===== src/scasq_pkg.sv =====
// Constants shared by the card activation sequencer and its timer.
// Assumes a single 125 MHz clock; all times are converted to cycles here.
package scasq_pkg;

	// -----------------------------------------------------------------
	// Clock and times
	// -----------------------------------------------------------------
	localparam int CLK_PERIOD_NS = 8;
	localparam int POR_TIME_MS = 16;
	localparam int DEBOUNCE_TIME_MS = 8;
	localparam int RESET_IGNORE_NS = 300;
	localparam int RENEW_IGNORE_US = 200;
	localparam int STEP_TIME_NS = 1000;

	// Reset-ignore and step times round up, the others divide evenly; all at least one cycle
	localparam int POR_CYC = (POR_TIME_MS * 1000000) / CLK_PERIOD_NS;
	localparam int DEBOUNCE_CYC =
		(DEBOUNCE_TIME_MS * 1000000) / CLK_PERIOD_NS;
	localparam int RESET_IGNORE_CYC =
		(RESET_IGNORE_NS + CLK_PERIOD_NS - 1) / CLK_PERIOD_NS;
	localparam int RENEW_IGNORE_CYC = (RENEW_IGNORE_US * 1000) / CLK_PERIOD_NS;
	localparam int STEP_CYC = (STEP_TIME_NS + CLK_PERIOD_NS - 1) / CLK_PERIOD_NS;

	localparam int TIMER_WIDTH = 32;

	// -----------------------------------------------------------------
	// Sequencer states, Gray along power-up and power-down path except the aborts to supply-off and the return from supply-off to sleep
	// -----------------------------------------------------------------
	typedef enum logic [3:0] {
		ST_POR = 4'h0,
		ST_SLEEP = 4'h1,
		ST_PUMP = 4'h3,
		ST_SUPPLY = 4'h2,
		ST_ACTIVE = 4'h6,
		ST_F_RST = 4'h7,
		ST_F_CLK = 4'h5,
		ST_F_LINES = 4'h4,
		ST_F_SUPPLY = 4'hC
	} scasq_state_type;

endpackage


===== src/scasq_top.sv =====
// Smart card activation sequencer: power-on hold, presence debounce,
// status output and the power-up / power-down sequences of the card.
// Assumes all inputs are synchronous to clk; analog blocks sit outside.
//
// Functional notes
// - Hold power-on alarm 16 ms after supply good, then sleep.
// - Stay asleep until activation request falls.
// - In standby all card contacts low, host lines pulled up.
// - Card present when high-presence is high or low-presence is low.
// - New presence must persist 8 ms debounce before acceptance.
// - Insertion while asleep raises status after debounce.
// - Card present at power-up: status after reset release plus debounce.
// - Status low on alarm or off, high when operable.
// - Activation falling edge starts rising sequence only if status high.
// - Charge pump starts on the activation falling edge.
// - Card reset input ignored until 300 ns after translators on.
// - Once effective, card clock starts when reset input is low.
// - If reset input already high, clock starts with reset release.
// - Request rising or internal alarm starts falling sequence.
// - Supply select low gives 3 V card supply, high gives 5 V.
// - Card reset output follows input; 200 us ignore after re-activation.
// - Alarm from supply faults, logic undervoltage, heat, pump, removal.
// - Alarm clears only with card present, faults gone, request high.
`timescale 1ns/1ps
`default_nettype none
module scasq_top #(
	parameter logic [31:0] POR_CYCLES = 32'(scasq_pkg::POR_CYC),
	parameter logic [31:0] DEBOUNCE_CYCLES = 32'(scasq_pkg::DEBOUNCE_CYC),
	parameter logic [31:0] RENEW_CYCLES = 32'(scasq_pkg::RENEW_IGNORE_CYC),
	parameter logic [31:0] IGNORE_CYCLES = 32'(scasq_pkg::RESET_IGNORE_CYC),
	parameter logic [31:0] STEP_CYCLES = 32'(scasq_pkg::STEP_CYC)
) (
	input wire logic clk,
	input wire logic rst_n,
	input wire logic clk_en,
	input wire logic logic_supply_ok,
	input wire logic card_present_high,
	input wire logic card_present_low,
	input wire logic activate_request_n,
	input wire logic card_reset_in,
	input wire logic supply_select,
	input wire logic card_supply_fault,
	input wire logic card_overcurrent,
	input wire logic over_temperature,
	input wire logic pump_output_low,
	output logic fault_status_n,
	output logic pump_enable,
	output logic card_supply_on,
	output logic card_supply_5v,
	output logic line_translator_on,
	output logic host_pullup_on,
	output logic card_lines_low,
	output logic card_reset_out,
	output logic card_clock_on
);

	// Zero counts would leave a timer expired from the start
	if (POR_CYCLES == 32'h0 || DEBOUNCE_CYCLES == 32'h0 ||
		IGNORE_CYCLES == 32'h0 || STEP_CYCLES == 32'h0 ||
		RENEW_CYCLES == 32'h0) begin : g_count_check
		$error("timing counts must be at least one cycle");
	end

	// -----------------------------------------------------------------
	// Supervision: power-on hold, presence and alarm
	// -----------------------------------------------------------------
	scasq_pkg::scasq_state_type state_reg, state_next;
	logic req_prev_reg;
	logic alarm_reg, alarm_next;
	logic renewed_reg;
	logic por_expired, deb_expired, seq_expired;
	wire presence_raw = card_present_high | ~card_present_low;
	wire por_active = ~por_expired;
	wire req_fall = req_prev_reg & ~activate_request_n;
	wire req_rise = ~req_prev_reg & activate_request_n;

	// Supply must stay good for the whole hold time
	scasq_timer #(
		.WIDTH(scasq_pkg::TIMER_WIDTH),
		.INIT(POR_CYCLES)
	) u_por_timer (
		.clk(clk),
		.rst_n(rst_n),
		.clk_en(clk_en),
		.load(~logic_supply_ok),
		.value(POR_CYCLES),
		.expired(por_expired)
	);

	// Debounce restarts whenever presence drops or power-on hold is active
	scasq_timer #(
		.WIDTH(scasq_pkg::TIMER_WIDTH),
		.INIT(DEBOUNCE_CYCLES)
	) u_deb_timer (
		.clk(clk),
		.rst_n(rst_n),
		.clk_en(clk_en),
		.load(~presence_raw | por_active),
		.value(DEBOUNCE_CYCLES),
		.expired(deb_expired)
	);

	wire present_ok = presence_raw & deb_expired & ~por_active;
	// Removal counts at once; only insertion is debounced
	wire fault_now = card_supply_fault | card_overcurrent |
		over_temperature | pump_output_low | ~logic_supply_ok |
		~presence_raw;
	// Set wins over clear since the fault terms are ORed in first
	wire alarm_clear = present_ok & ~fault_now & activate_request_n;
	assign alarm_next = por_active | fault_now |
		(alarm_reg & ~alarm_clear);

	// -----------------------------------------------------------------
	// Sequencer
	// -----------------------------------------------------------------
	always_comb begin
		state_next = state_reg;
		unique case (state_reg)
			scasq_pkg::ST_POR: begin
				if (por_expired)
					state_next = scasq_pkg::ST_SLEEP;
			end
			scasq_pkg::ST_SLEEP: begin
				if (por_active)
					state_next = scasq_pkg::ST_POR;
				else if (req_fall && !alarm_reg)
					state_next = scasq_pkg::ST_PUMP;
			end
			scasq_pkg::ST_PUMP: begin
				if (alarm_reg || req_rise)
					state_next = scasq_pkg::ST_F_SUPPLY;
				else if (seq_expired)
					state_next = scasq_pkg::ST_SUPPLY;
			end
			scasq_pkg::ST_SUPPLY: begin
				if (alarm_reg || req_rise)
					state_next = scasq_pkg::ST_F_SUPPLY;
				else if (seq_expired)
					state_next = scasq_pkg::ST_ACTIVE;
			end
			scasq_pkg::ST_ACTIVE: begin
				if (alarm_reg || req_rise)
					state_next = scasq_pkg::ST_F_RST;
			end
			scasq_pkg::ST_F_RST: begin
				if (seq_expired)
					state_next = scasq_pkg::ST_F_CLK;
			end
			scasq_pkg::ST_F_CLK: begin
				if (seq_expired)
					state_next = scasq_pkg::ST_F_LINES;
			end
			scasq_pkg::ST_F_LINES: begin
				if (seq_expired)
					state_next = scasq_pkg::ST_F_SUPPLY;
			end
			scasq_pkg::ST_F_SUPPLY: begin
				if (seq_expired)
					state_next = scasq_pkg::ST_SLEEP;
			end
			default: state_next = scasq_pkg::ST_POR;
		endcase
	end

	// Each state change reloads the step timer; in the active state it
	// times the window during which the card reset input is ignored
	wire seq_load = (state_next != state_reg);
	wire [31:0] ignore_value = renewed_reg ? RENEW_CYCLES :
		IGNORE_CYCLES;
	wire [31:0] seq_value = (state_next == scasq_pkg::ST_ACTIVE) ?
		ignore_value : STEP_CYCLES;

	scasq_timer #(
		.WIDTH(scasq_pkg::TIMER_WIDTH),
		.INIT(32'h0)
	) u_seq_timer (
		.clk(clk),
		.rst_n(rst_n),
		.clk_en(clk_en),
		.load(seq_load),
		.value(seq_value),
		.expired(seq_expired)
	);

	// -----------------------------------------------------------------
	// Output decode
	// -----------------------------------------------------------------
	wire reset_effective = (state_reg == scasq_pkg::ST_ACTIVE) &
		(state_next == scasq_pkg::ST_ACTIVE) & seq_expired & ~seq_load;
	wire in_standby = (state_next == scasq_pkg::ST_POR) |
		(state_next == scasq_pkg::ST_SLEEP);
	// The supply-off step already has pump and supply down, so an abort
	// from the pump step never switches the card supply on
	wire pump_next = ~in_standby &
		(state_next != scasq_pkg::ST_F_SUPPLY);
	wire supply_next = pump_next &
		(state_next != scasq_pkg::ST_PUMP);
	wire xlate_next = (state_next == scasq_pkg::ST_ACTIVE) |
		(state_next == scasq_pkg::ST_F_RST) |
		(state_next == scasq_pkg::ST_F_CLK);
	// Reset out mirrors the input; clock comes with effectiveness, so a
	// high input releases reset and starts the clock in the same cycle
	wire rst_out_next = reset_effective & card_reset_in;
	wire clk_on_next = reset_effective |
		(card_clock_on & (state_next == scasq_pkg::ST_F_RST));
	wire renewed_next = renewed_reg |
		(state_reg == scasq_pkg::ST_ACTIVE);

	// -----------------------------------------------------------------
	// State registers
	// -----------------------------------------------------------------
	always_ff @(posedge clk or negedge rst_n) begin
		if (!rst_n) begin
			state_reg <= scasq_pkg::ST_POR;
			req_prev_reg <= 1'b1;
			alarm_reg <= 1'b1;
			renewed_reg <= 1'b0;
		end else if (clk_en) begin
			state_reg <= state_next;
			req_prev_reg <= activate_request_n;
			alarm_reg <= alarm_next;
			renewed_reg <= renewed_next;
		end
	end

	always_ff @(posedge clk or negedge rst_n) begin
		if (!rst_n) begin
			fault_status_n <= 1'b0;
			pump_enable <= 1'b0;
			card_supply_on <= 1'b0;
			card_supply_5v <= 1'b0;
			line_translator_on <= 1'b0;
			host_pullup_on <= 1'b1;
			card_lines_low <= 1'b1;
			card_reset_out <= 1'b0;
			card_clock_on <= 1'b0;
		end else if (clk_en) begin
			fault_status_n <= ~alarm_next;
			pump_enable <= pump_next;
			card_supply_on <= supply_next;
			card_supply_5v <= supply_select;
			line_translator_on <= xlate_next;
			host_pullup_on <= ~xlate_next;
			card_lines_low <= ~xlate_next;
			card_reset_out <= rst_out_next;
			card_clock_on <= clk_on_next;
		end
	end

endmodule
`default_nettype wire


===== src/scasq_timer.sv =====
// Loadable down-counter with an expiry flag.
// Assumes load and enable are synchronous to clk.
`timescale 1ns/1ps
`default_nettype none
module scasq_timer #(
	parameter int WIDTH = 32,
	parameter logic [WIDTH-1:0] INIT = '0
) (
	input wire logic clk,
	input wire logic rst_n,
	input wire logic clk_en,
	input wire logic load,
	input wire logic [WIDTH-1:0] value,
	output logic expired
);

	logic [WIDTH-1:0] count_reg;

	// Checked while elaborating, so a bad width never reaches a run
	if (WIDTH < 2) begin : g_width_check
		$error("timer width too small");
	end

	assign expired = (count_reg == '0);

	always_ff @(posedge clk or negedge rst_n) begin
		if (!rst_n)
			count_reg <= INIT;
		else if (clk_en) begin
			if (load)
				count_reg <= value;
			else if (!expired)
				count_reg <= count_reg - 1'b1;
		end
	end

endmodule
`default_nettype wire


===== config.mk =====
export PLATFORM = sky130hd
export DESIGN_NAME = scasq_top
export DESIGN_NICKNAME = d
export VERILOG_FILES = /design/src/scasq_pkg.sv /design/src/scasq_top.sv /design/src/scasq_timer.sv
export SDC_FILE = /design/constraint.sdc
export NUM_CORES = 1
export LEC_CHECK = 0
export BUFFER_PORTS_ARGS = -buffer_cell sky130_fd_sc_hd__buf_2
export CAP_MARGIN = 20
export CORE_AREA = 2 2 126 128
export DETAILED_ROUTE_END_ITERATION = 7
export DIE_AREA = 0 0 128 130
export PLACE_DENSITY = 0.62
export REMOVE_ABC_BUFFERS = 1
export SKIP_CTS_REPAIR_TIMING = 1
export SYNTH_ARGS = -nofsm -noshare
export SYNTH_HDL_FRONTEND = slang
export SYNTH_SLANG_ARGS = --single-unit
export TNS_END_PERCENT = 20

===== constraint.sdc =====
create_clock -name clk -period 9.9 [get_ports clk]
set_clock_uncertainty 0.1 [all_clocks]
set_input_delay 0 -clock clk [delete_from_list [all_inputs] [get_ports clk]]
set_output_delay 0 -clock clk [all_outputs]
set_load 0.01 [all_outputs]

Word level (Yosys, flattened, before mapping)
Cells that the tools add are included.
{ "classes": {"eq_ne": 18, "muxes": 21, "n_addsub": 3, "n_reduce_logical": 11, "n_bitwise": 40} }
{ "ops": {"columns": ["op", "count"], "rows": [
  ["$mux 32", 6],
  ["$logic_not 32->1", 3],
  ["$sub 32x1->32 const B", 3],
  ["$mux 4", 12],
  ["$pmux 4 s9", 1],
  ["$mux 15", 2],
  ["$eq 4x3->1 const B", 7],
  ["$and 1x1->1", 14],
  ["$or 1x1->1", 14],
  ["$not 1->1", 12],
  ["$eq 4x1->1 const B", 2],
  ["$eq 4x2->1 const B", 2],
  ["$logic_not 4->1", 2],
  ["$reduce_and 2->1", 3],
  ["$eq 4x4->1 const B", 1],
  ["$ne 2x1->1 const B", 2],
  ["$ne 4x2->1 const B", 1],
  ["$ne 4x4->1", 1],
  ["$ne 4x4->1 const B", 1],
  ["$ne 2x2->1 const B", 1],
  ["$logic_and 1x1->1", 1],
  ["$logic_not 1->1", 1],
  ["$logic_or 1x1->1", 1]
]} }
{ "totals": {"output_inout_bits": 9, "input_bits": 13, "word_cells": 108, "ff_bits": 111} }

Logic depth before layout (Yosys ltp)
Gate-level depths: netlist (run 1).
{ "depth": {"ltp_word": 12, "ltp_mapped": 13, "depth_no_buf": 10} }

Hierarchy
Synthesis (run 1) repeated with hierarchy kept, for this count alone.
{ "unflattened": {"cells_unflattened": 891, "hier_area_um2": 7463.4} }
{ "modules_own_cells": {"columns": ["module", "seq_area_each_um2", "cells_each", "area_per_inst_um2", "n_inst"], "rows": [
  ["scasq_timer (u_deb_timer ...)", 809.5, 258, 2150.8, 2],
  ["scasq_timer (u_seq_timer)", 800.8, 258, 2158.3, 1],
  ["scasq_top", 379.1, 117, 1003.5, 1]
]} }

Least setup slack after synthesis (run 1)
No wires, ideal clock.
{ "synth_path": {"path_type": "reg-to-reg", "from": "reg u_seq_timer.count_reg[0]", "to": "reg u_seq_timer.count_reg[2]", "path_stages_with_launch": 12, "arrival_time_ps": 2914, "setup_time_ps": 124, "required_ps": 9676, "path_slack_ps": 6762, "path_buffers": 1, "synth_period_minus_slack_ps": 3138, "cell_sequence": "dfrtp_1 > inv_1 > ha_1 > or3b_2 > clkbuf_1 > nor3_1 > nand4_1 > and4_1 > nor4_2 > nor3b_1 > a211oi_4 > a211o_1"} }
{ "synth_between": {"elab_chain_cells": 7, "elab_cells_between_ends": 18, "cone_classes": "add/sub (1); eq/ne (3); mux (12); reduce/logical (2)"} }
{ "synth_rtl": {"columns": ["element", "line_no", "source"], "rows": [
  ["start, declared", "scasq_timer.sv:17", "logic [WIDTH-1:0] count_reg;"],
  ["start signal, assigned", "scasq_timer.sv:31", "count_reg <= value;"],
  ["start signal, assigned", "scasq_timer.sv:33", "count_reg <= count_reg - 1'b1;"],
  ["$logic_not 32->1", "scasq_timer.sv:24", "assign expired = (count_reg == '0);"],
  ["$mux 4 (on tied branches)", "scasq_top.sv:138, scasq_top.sv:132", null],
  ["$mux 4 (on tied branches)", "scasq_top.sv:136, scasq_top.sv:130", null],
  ["$pmux 4 s9", "scasq_top.sv:118", "unique case (state_reg)"],
  ["$ne 4x4->1 or $eq 4x3->1 (tied branches)", "scasq_top.sv:167, scasq_top.sv:170", null],
  ["$ne 2x1->1 (no line) or $mux 15 (tied branches)", null, null],
  ["$reduce_and 2->1 (no line) or $mux 32 (tied branches)", null, null]
]} }
Parallel ways exist; a longest one is shown, timed or not. The select of a mux whose other input is x is not followed.
A chain may end at the register's enable or synchronous reset.

Worst setup path after layout (run 1)
{ "layout_path": {"from": "reg u_seq_timer.count_reg[29]", "to": "reg u_seq_timer.count_reg[23]"} }
{ "layout_between": {"elab_chain_cells": 7, "elab_cells_between_ends": 14, "cone_classes": "eq/ne (2); mux (10); reduce/logical (2)"} }
{ "layout_rtl": {"columns": ["element", "line_no", "source"], "rows": [
  ["$logic_not 32->1 *", "scasq_timer.sv:24", null],
  ["$mux 4 (on tied branches)", "scasq_top.sv:138, scasq_top.sv:132", null],
  ["$mux 4 (on tied branches)", "scasq_top.sv:136, scasq_top.sv:130", null],
  ["$pmux 4 s9", "scasq_top.sv:118", null],
  ["$ne 4x4->1", "scasq_top.sv:167", "wire seq_load = (state_next != state_reg);"],
  ["$ne 2x1->1 (no line)", null, null],
  ["$reduce_and 2->1 (no line)", null, null]
]} }
Every way passes the cells marked *; elsewhere a longest branch is shown, timed or not.

==> results of run 1 <==
==> where the power goes <==
group | internal, mW | switching [mW]
combinational | 0.155 | 0.259
clock | 0.175 | 0.181
sequential | 0.513 | 0.0727
total | 0.843 | 0.513
==> worst min-delay path, cell delays in order <==
cell and delay [ns]:
buf_2 0.12, clkinv_1 0.16, o31ai_1 0.12
==> layer usage <==
| layer | global-route usage (%) | up-vias |
|---|---|---|
| li1 | - | 2534 |
| met5 | 0 | - |
| met4 | 6.59 | 0 |
| met1 | 23.7 | 2597 |
| met3 | 4.67 | 17 |
| met2 | 30.2 | 119 |
==> path summary, 6_finish.rpt <==
check                      depth (start not counted)                             startpoint                                    end  slack [ns]
max in group asynchronous                          3                                  rst_n  u_por_timer.count_reg[11]$_DFFE_PN0P_        8.39
min in group asynchronous                          2                                  rst_n  u_seq_timer.count_reg[22]$_DFFE_PN0P_        0.11
hold / removal                                     3                        logic_supply_ok   u_por_timer.count_reg[1]$_DFFE_PN0P_       -0.03
hold reg to reg                                    1             card_reset_out$_DFFE_PN0P_             card_reset_out$_DFFE_PN0P_        0.39
setup / recovery                                   8  u_seq_timer.count_reg[29]$_DFFE_PN0P_  u_seq_timer.count_reg[23]$_DFFE_PN0P_        5.89
setup reg to reg                                   8  u_seq_timer.count_reg[29]$_DFFE_PN0P_  u_seq_timer.count_reg[23]$_DFFE_PN0P_        5.89
==> kinds of logic after synthesis <==
group                      count (synthesis)
muxes                                      2
buffers and inverters                     52
xor gates and xnor gates                  41
and+or+nand+nor                          334
DFF                                      111
adders and majority gates                  3
AOI/OAI and AO/OA                        145
==> per-stage QoR <==
step                      cells  util [%]  cell area [sq um]  hold slack [ns]  setup slack (ns)
after floorplan             655         -               5970           -0.396              6.40
after global placement      874      41.3               6370          -0.0351              6.00
after detailed placement    874      41.3               6370          -0.0249              5.75
after CTS                   890      43.1               6650           -0.417              5.70
after global routing        895      43.4               6700          0.00713              5.51
final                       895      43.4               6700          -0.0255              5.89
==> synth_stat cells (7+ instances only) <==
cell      count  area share, %
dfrtp_1      94             38
nor2_1       79            4.9
o21ai_0      62            5.1
nor3_1       61            5.0
nand2_1      49            3.0
xnor2_1      34            4.9
nor4_1       29            3.0
or3_1        29            3.0
clkbuf_1     25            1.5
a21oi_1      22            1.8
inv_1        18            1.1
dfstp_2      17            7.3
nand3_1      16            1.3
o31ai_1      12            1.5
or4_1        12            1.5
or2_2        10            1.0
nand2b_1      9           0.92
nor3b_1       8           0.98
o41ai_1       8            1.1
xor2_1        7            1.0
==> area by class of cell <==
class	instances	area [sq um]	share of cell area [%]
clock buffer	9	225	3.36
clock inverter	7	55.1	0.822
inverter	19	71.3	1.07
multi-input combinational	525	3110	46.4
sequential	111	2800	41.8
tap	192	240	3.59
timing repair buffer	32	198	2.95
==> results by stage, run 1 <==
Synth:
- By area, the combinational part of the netlist is dominated by simple AND/OR/NAND/NOR gates.
- Summing the areas of all compound-gate instances in the mapped netlist gives 15.2% of the synthesized area.
- The count of distinct cell types in the synthesized netlist is 62.
- The number of instances in the synthesized netlist is 688.
- The synthesized netlist devotes 28.7% of its cell area to simple gates.
- The count of synthesis-stage warnings from yosys is 0.
- The share of synthesized cell area in full adder, half adder and majority cells is 0.614%.
- The share of async-settable or async-resettable flops after synthesis is 100%.
- Summing the areas of all xor and xnor instances in the mapped netlist gives 5.87% of the synthesized area.
- The number of synthesized flops with an enable pin is 0.
- The synthesized design contains 111 register bits.
- Sequential cells were found to cover 45.8% of the synthesized design area.
- Of the post-synthesis cell area, the part taken by muxes is 0.368%.
- The combined area of all synthesized cells is 0.00611 sq mm.
- The most frequently used flop master after synthesis is dfrtp_1.
- The mean instance size in the synthesized netlist is 8.89 sq um.

Routing:
- The wire length on met3 is 592 um.
- The detail-routed via count per cell is 5.88.
- The highest layer touched by signal routing is met4.
- In the final routed layout, each cell accounts on average for 16.3 um.
- After detailed routing, the total wire length is 14600 um.
- The detailed router finished its first iteration with 404 violations.
- The detail route stage leaves a number of antenna-violating nets equal to 0.
- For this run, design rule violations remaining after detail routing come to 0.
- After detailed routing, the wire length on met1 is 6700 um.
- The routed layout has 5267 vias.
- The first-pass detailed-route iteration total is 5.
- The amount of wire on met2 after detailed routing is 7120 um.

Setup path:
- STA puts the critical path data required time at 10.02 ns.
- The largest incremental delay on the critical path is 0.67 ns.
- Grouping stages by cell kind, the critical path spends the most delay in simple AND/OR/NAND/NOR gates.
- Of all nets on the critical path, the largest fanout is 23.
- Together, buffers and inverters on the worst path number 0.
- The slowest stage of the critical path is the a21o_1 cell.
- The arrival time at the worst endpoint is 4.12 ns.
- STA classifies the critical path startpoint as a flop.
- In this design, the critical path's most frequently occurring cell is o21ai_0.
- The critical path goes through or4_1, nor3_1, nand4_1, o21ai_0, a21o_1, nor2_1, nand2_1, o21ai_0.
- STA classifies the critical path endpoint as a flop.
- The type of the worst setup path is reg2reg.

Placement:
- The final estimated routing congestion in global placement is 0.835.
- The half-perimeter wire length after detailed placement is 9800 um.
- The count of buffers from port buffering is 21.

GRT:
- Entering global routing, the biggest net connects 64 pins.
- The first-pass GRT wire length is 24600 um.
- The number of global-route vias before repair is 5107.
- The initial antenna violation count was 0.
- For this run the aggregate overflow at the end of global routing stands at 0.
- The all-layer global routing usage is 18.4%.

STA:
- The pin slew with the least headroom to its limit is 1.05 ns.
- The setup-violating endpoint count in the final report is 0.
- The final critical-path required period is 4.01 ns.
- The worst max-slew margin expressed relative to the limit is 29.7%.
- Setup repair after global routing left no endpoint under its margin.
- The timing-limited maximum frequency is 0.250 GHz.
- The number of hold violations in the final report was 3.
- The fraction of the cycle the final worst path needs is 40.5%.
- The total negative slack is 0 ns.
- The final number of max-transition violations is 0.
- The worst hold slack across all endpoints is -0.0255 ns.

Final layout:
- The net count of the finished layout is 714.
- Counting the fill cells in the layout gives 1507.
- The library cells used most frequently in the layout, excluding fill and tap cells, are 94 x dfrtp_1, 79 x nor2_1, 62 x o21ai_0, 61 x nor3_1, 49 x nand2_1.
- The library cell used most frequently in the layout, excluding fill and tap cells, is dfrtp_1.
- The layout-stage area growth over the synthesis result is 9.54%.
- The layout cell share with drive strength beyond 1 is 12.1%.
- The repair_antennas step left the layout with diodes totalling 0.

Clock network:
- The clock root buffer is clkbuf_16.
- The clock net in this run drives a total of 111 sinks.
- Clock-pin slew was measured on the worst setup and hold paths at 0.07 ns.
- The clock tree synthesis step divided the H-tree into 3 levels.
- TritonCTS built the clock tree.
- The number of buffers added by the clock tree synthesis step is 9.
- The maximum buffer depth of the clock tree is 2.
- The clock latency at the later pin of the worst-skew pair is 0.37 ns.

Power:
- Summed over all cells, the static leakage comes to 2.72 nW.
- The peak supply drop is 0.105 mV.
- In this run the power density over the cells is 202 mW/mm^2.
- The overall power after layout is 1.36 mW.

Floorplan:
- The initial standard-cell utilization of the core is 39.6%.
- Row generation in the floorplan step produced 46 rows.
- The floorplan die area is 0.0166 sq mm.
- After floorplanning, the core was sized to cover 0.0154 sq mm.
- In this run the vertical extent of the chip is 130 um.
- The width of the die is 128 um.
- For this design the top-level I/O count stands at 22.

Run status:
- The final reports fail on hold timing.
- The run finished, with violations left.

Flow run:
- The max-cap violation count is 0.

Min path:
- The type of the tightest min-delay check is in2reg.
(Power assumes the default switching activity.)
==> inputs of run 2 (changes only) <==
PLACE_DENSITY = 0.64   (was 0.62)
clock period = 3.45 ns   (was 9.9 ns; I/O delays follow)
==> run 2 against run 1 <==
The flow still finishes with violations (hold timing). Count of clock-buffer cells in the layout increased by 1. Flip-flop and latch count unchanged. Final cell count increased by 3.1%. Total power increased to 3.0 times the previous value. Global-route usage decreased by 0.35 points. Sequential share of layout area decreased by 1.7 points.
==> results by stage, run 2 (synthesis gave the netlist of run 1 again) <==
GRT:
- The number of global-route vias before repair was 5146 (+0.76%).
- The all-layer global routing usage came to 18.0% (-0.35 points).
- In this run the most used layer during global routing was met2.
- The remaining global-route overflow came to 0 (unchanged).
- The largest net degree at the start of global routing is 54 (-16%).
- The initial antenna violation count is 0 (unchanged).
- The first-pass GRT wire length came to 24300 um (-1.4%).
- The met3 layer usage reported by global route is 4.39% (-0.29 points).
- The met1 routing resource usage after global routing is 23.8% (+0.14 points).
- The met2 track demand over resource in global routing is 29.7% (-0.50 points).

Routing:
- The initial detailed-routing violation count is 356 (-12%).
- The number of DRC violations after detailed routing is 0 (unchanged).
- The routed via count is 5303 (+0.68%).
- The average wire length per cell after detail routing is 15.5 um (-5.0%).
- The residual antenna-violating net count after detailed routing came to 0 (unchanged).
- The detail-routed via count per cell is 5.75 (-2.4%).
- The detailed-route wire length is 14300 um (-2.1%).
- The first-pass detailed-route iteration total was 4 (-1).

Floorplan:
- The initial standard-cell utilization of the core was 39.6% (unchanged).
- The number of standard-cell rows in the floorplan is 46 (unchanged).
- The width of the die is 128 um (unchanged).
- The die boundary height is 130 um (unchanged).
- The total I/O pin count is 22 (unchanged).
- The floorplan die area was 0.0166 sq mm (unchanged).
- The area inside the core boundary was 0.0154 sq mm (unchanged).

Setup path:
- The largest fanout of any net on the critical path is 6 (-74%).
- The required time at the worst-slack endpoint came to 3.60 ns (-6.42 ns).
- The critical path is of the reg2reg type.
- The largest incremental delay on the critical path is 0.62 ns (-0.05 ns).
- The cell type of the slowest stage on the worst timing path is or4_1.
- The sort of element at the end of the critical path is a flop.
- The combined buffer and inverter count along the critical path is 1 (+1).
- The most numerous cell type found on the critical path is nor3_1.
- The critical path goes through or4_1, or3_1, nor3_1, and4_1, nor3_1, buf_4, or4b_1, a21oi_1, o2bb2ai_1.
- The kind of cell with the highest combined delay along the critical path is simple AND/OR/NAND/NOR gates.
- The register-to-register setup slack is 0.15 ns (-5.74 ns).
- The worst setup path is launched from a flop.
- The arrival time at the worst endpoint is 3.45 ns (-0.67 ns).

STA:
- The final number of max-transition violations is 0 (unchanged).
- The worst hold slack across all endpoints is -0.0220 ns (+0.00346 ns).
- Setup repair after global routing could not meet its margin everywhere.
- The pin slew with the least headroom to its limit was 0.724 ns (-0.322 ns).
- The setup-violating endpoint count in the final report is 0 (unchanged).
- The final critical-path required period is 3.30 ns (-0.706 ns).
- The fraction of the cycle the final worst path needs is 95.7% (+55 points).
- The worst setup margin is 0.148 ns (-5.74 ns).
- The number of hold violations in the final report was 4 (+1).
- The worst max-slew margin expressed relative to the limit is 51.8% (+22 points).
- The timing-limited maximum frequency is 0.303 GHz (+21%).

Final layout:
- The filler cell count in the final layout came to 1458 (-3.3%).
- Compared with the post-synthesis result, the final layout area differs by 14.2%.
- The count of placed standard cells in the final layout, fillers left out is 923 (+3.1%).
- The number of diodes came to 0 (unchanged).
- The layout cell share with drive strength beyond 1 came to 16.3% (+4.2 points).
- The library cell used most frequently in the layout, excluding fill and tap cells, is dfrtp_1.
- The number of nets in the final layout is 742 (+3.9%).
- The top cell types in the final layout, fill and taps aside, are 94 x dfrtp_1, 78 x nor2_1, 62 x o21ai_0, 58 x nor3_1, 49 x nand2_1.

Clock network:
- The number of buffers added by the clock tree synthesis step is 9 (unchanged).
- The clock sink count is 111 (unchanged).
- The maximum buffer depth of the clock tree came to 2 (unchanged).
- The clock latency at the later pin of the worst-skew pair is 0.37 ns (about the same).
- TritonCTS built the clock tree.
- Clock tree synthesis selected as its root buffer the cell clkbuf_16.
- The post-CTS clock slew at the launch and capture registers of the worst setup and hold paths is 0.08 ns (about the same).
- The total number of H-tree levels came to 3 (unchanged).

Min path:
- The type of the tightest min-delay check is in2reg.

Run status:
- The checks that failed: hold timing.
- The run finished, with violations left.

Placement:
- The count of buffers from port buffering is 21 (unchanged).
- The cell total after placement is 901 (+3.1%).
- The half-perimeter wire length after detailed placement was 9930 um (+1.2%).
- The final estimated routing congestion in global placement is 0.864 (+3.5%).
- The worst slack at placement is 0.0399 ns (-5.71 ns).

Power:
- The overall power after layout is 4.04 mW (+200%).
- The leakage power summed over all cells is 2.87 nW (+5.6%).
- The peak supply drop came to 0.288 mV (+180%).
- The cell area power density is 579 mW/mm^2 (+190%).

Flow run:
- The max-cap violation count is 0 (unchanged).
[run 2: cell types whose count changed in the layout (fill, tap and decap cells not counted), sizes merged]
cell         before  now
clkinv            5    3
clkinvlp          0    1
buf              27   55
dlygate4sd3       4    5
[run 2: power breakdown]
part | internal (mW) | total (mW) | switching (mW)
logic | 0.574 | 1.35 | 0.775
clock network | 0.501 | 1.00 | 0.503
registers | 1.47 | 1.69 | 0.214
[run 2: through the flow]
step / area (sq um) / TNS, ns / utilization, % / hold slack (ns)
floorplan: 5970 / -0.0707 / - / -0.396
finish: 6980 / 0 / 45.3 / -0.0220
global placement: 6570 / 0 / 42.6 / -0.00320
detailed placement: 6570 / 0 / 42.6 / 0.00825
CTS: 6850 / -0.00680 / 44.4 / -0.389
global route: 6980 / -0.0558 / 45.3 / 0.00360
[run 2: worst paths after layout]
check / startpoint / depth (start not counted) / to
worst max-delay path: u_por_timer.count_reg[8]$_DFFE_PN0P_ / 9 / u_seq_timer.count_reg[3]$_DFFE_PN0P_
worst min-delay path: pump_output_low / 4 / alarm_reg$_DFFE_PN1P_
worst max register to register: u_por_timer.count_reg[8]$_DFFE_PN0P_ / 9 / u_seq_timer.count_reg[3]$_DFFE_PN0P_
worst min register to register: card_reset_out$_DFFE_PN0P_ / 1 / card_reset_out$_DFFE_PN0P_
max in group asynchronous: rst_n / 3 / u_por_timer.count_reg[19]$_DFFE_PN1P_
min in group asynchronous: rst_n / 2 / u_seq_timer.count_reg[24]$_DFFE_PN0P_
[run 2: per-layer routing]
layer / share of wire [%] / vias to the layer above
met5: 0 / -
met2: 47 / 131
met4: 1.8 / 0
met3: 4.4 / 28
li1: - / 2585
met1: 46 / 2559
[run 2: worst min-delay path, cell delays in order]
cell and delay (ns):
buf_2 0.07, or4_1 0.12, nor3_1 0.07, o22ai_1 0.14
[run 2: final cells by class]
type | instances | area, sq um | share of cell area, %
multi-input combinational | 525 | 3180 | 45.5
sequential | 111 | 2800 | 40.1
timing repair buffer | 60 | 417 | 5.97
tap | 192 | 240 | 3.44
clock buffer | 10 | 229 | 3.28
inverter | 19 | 71.3 | 1.02
clock inverter | 6 | 50.0 | 0.717
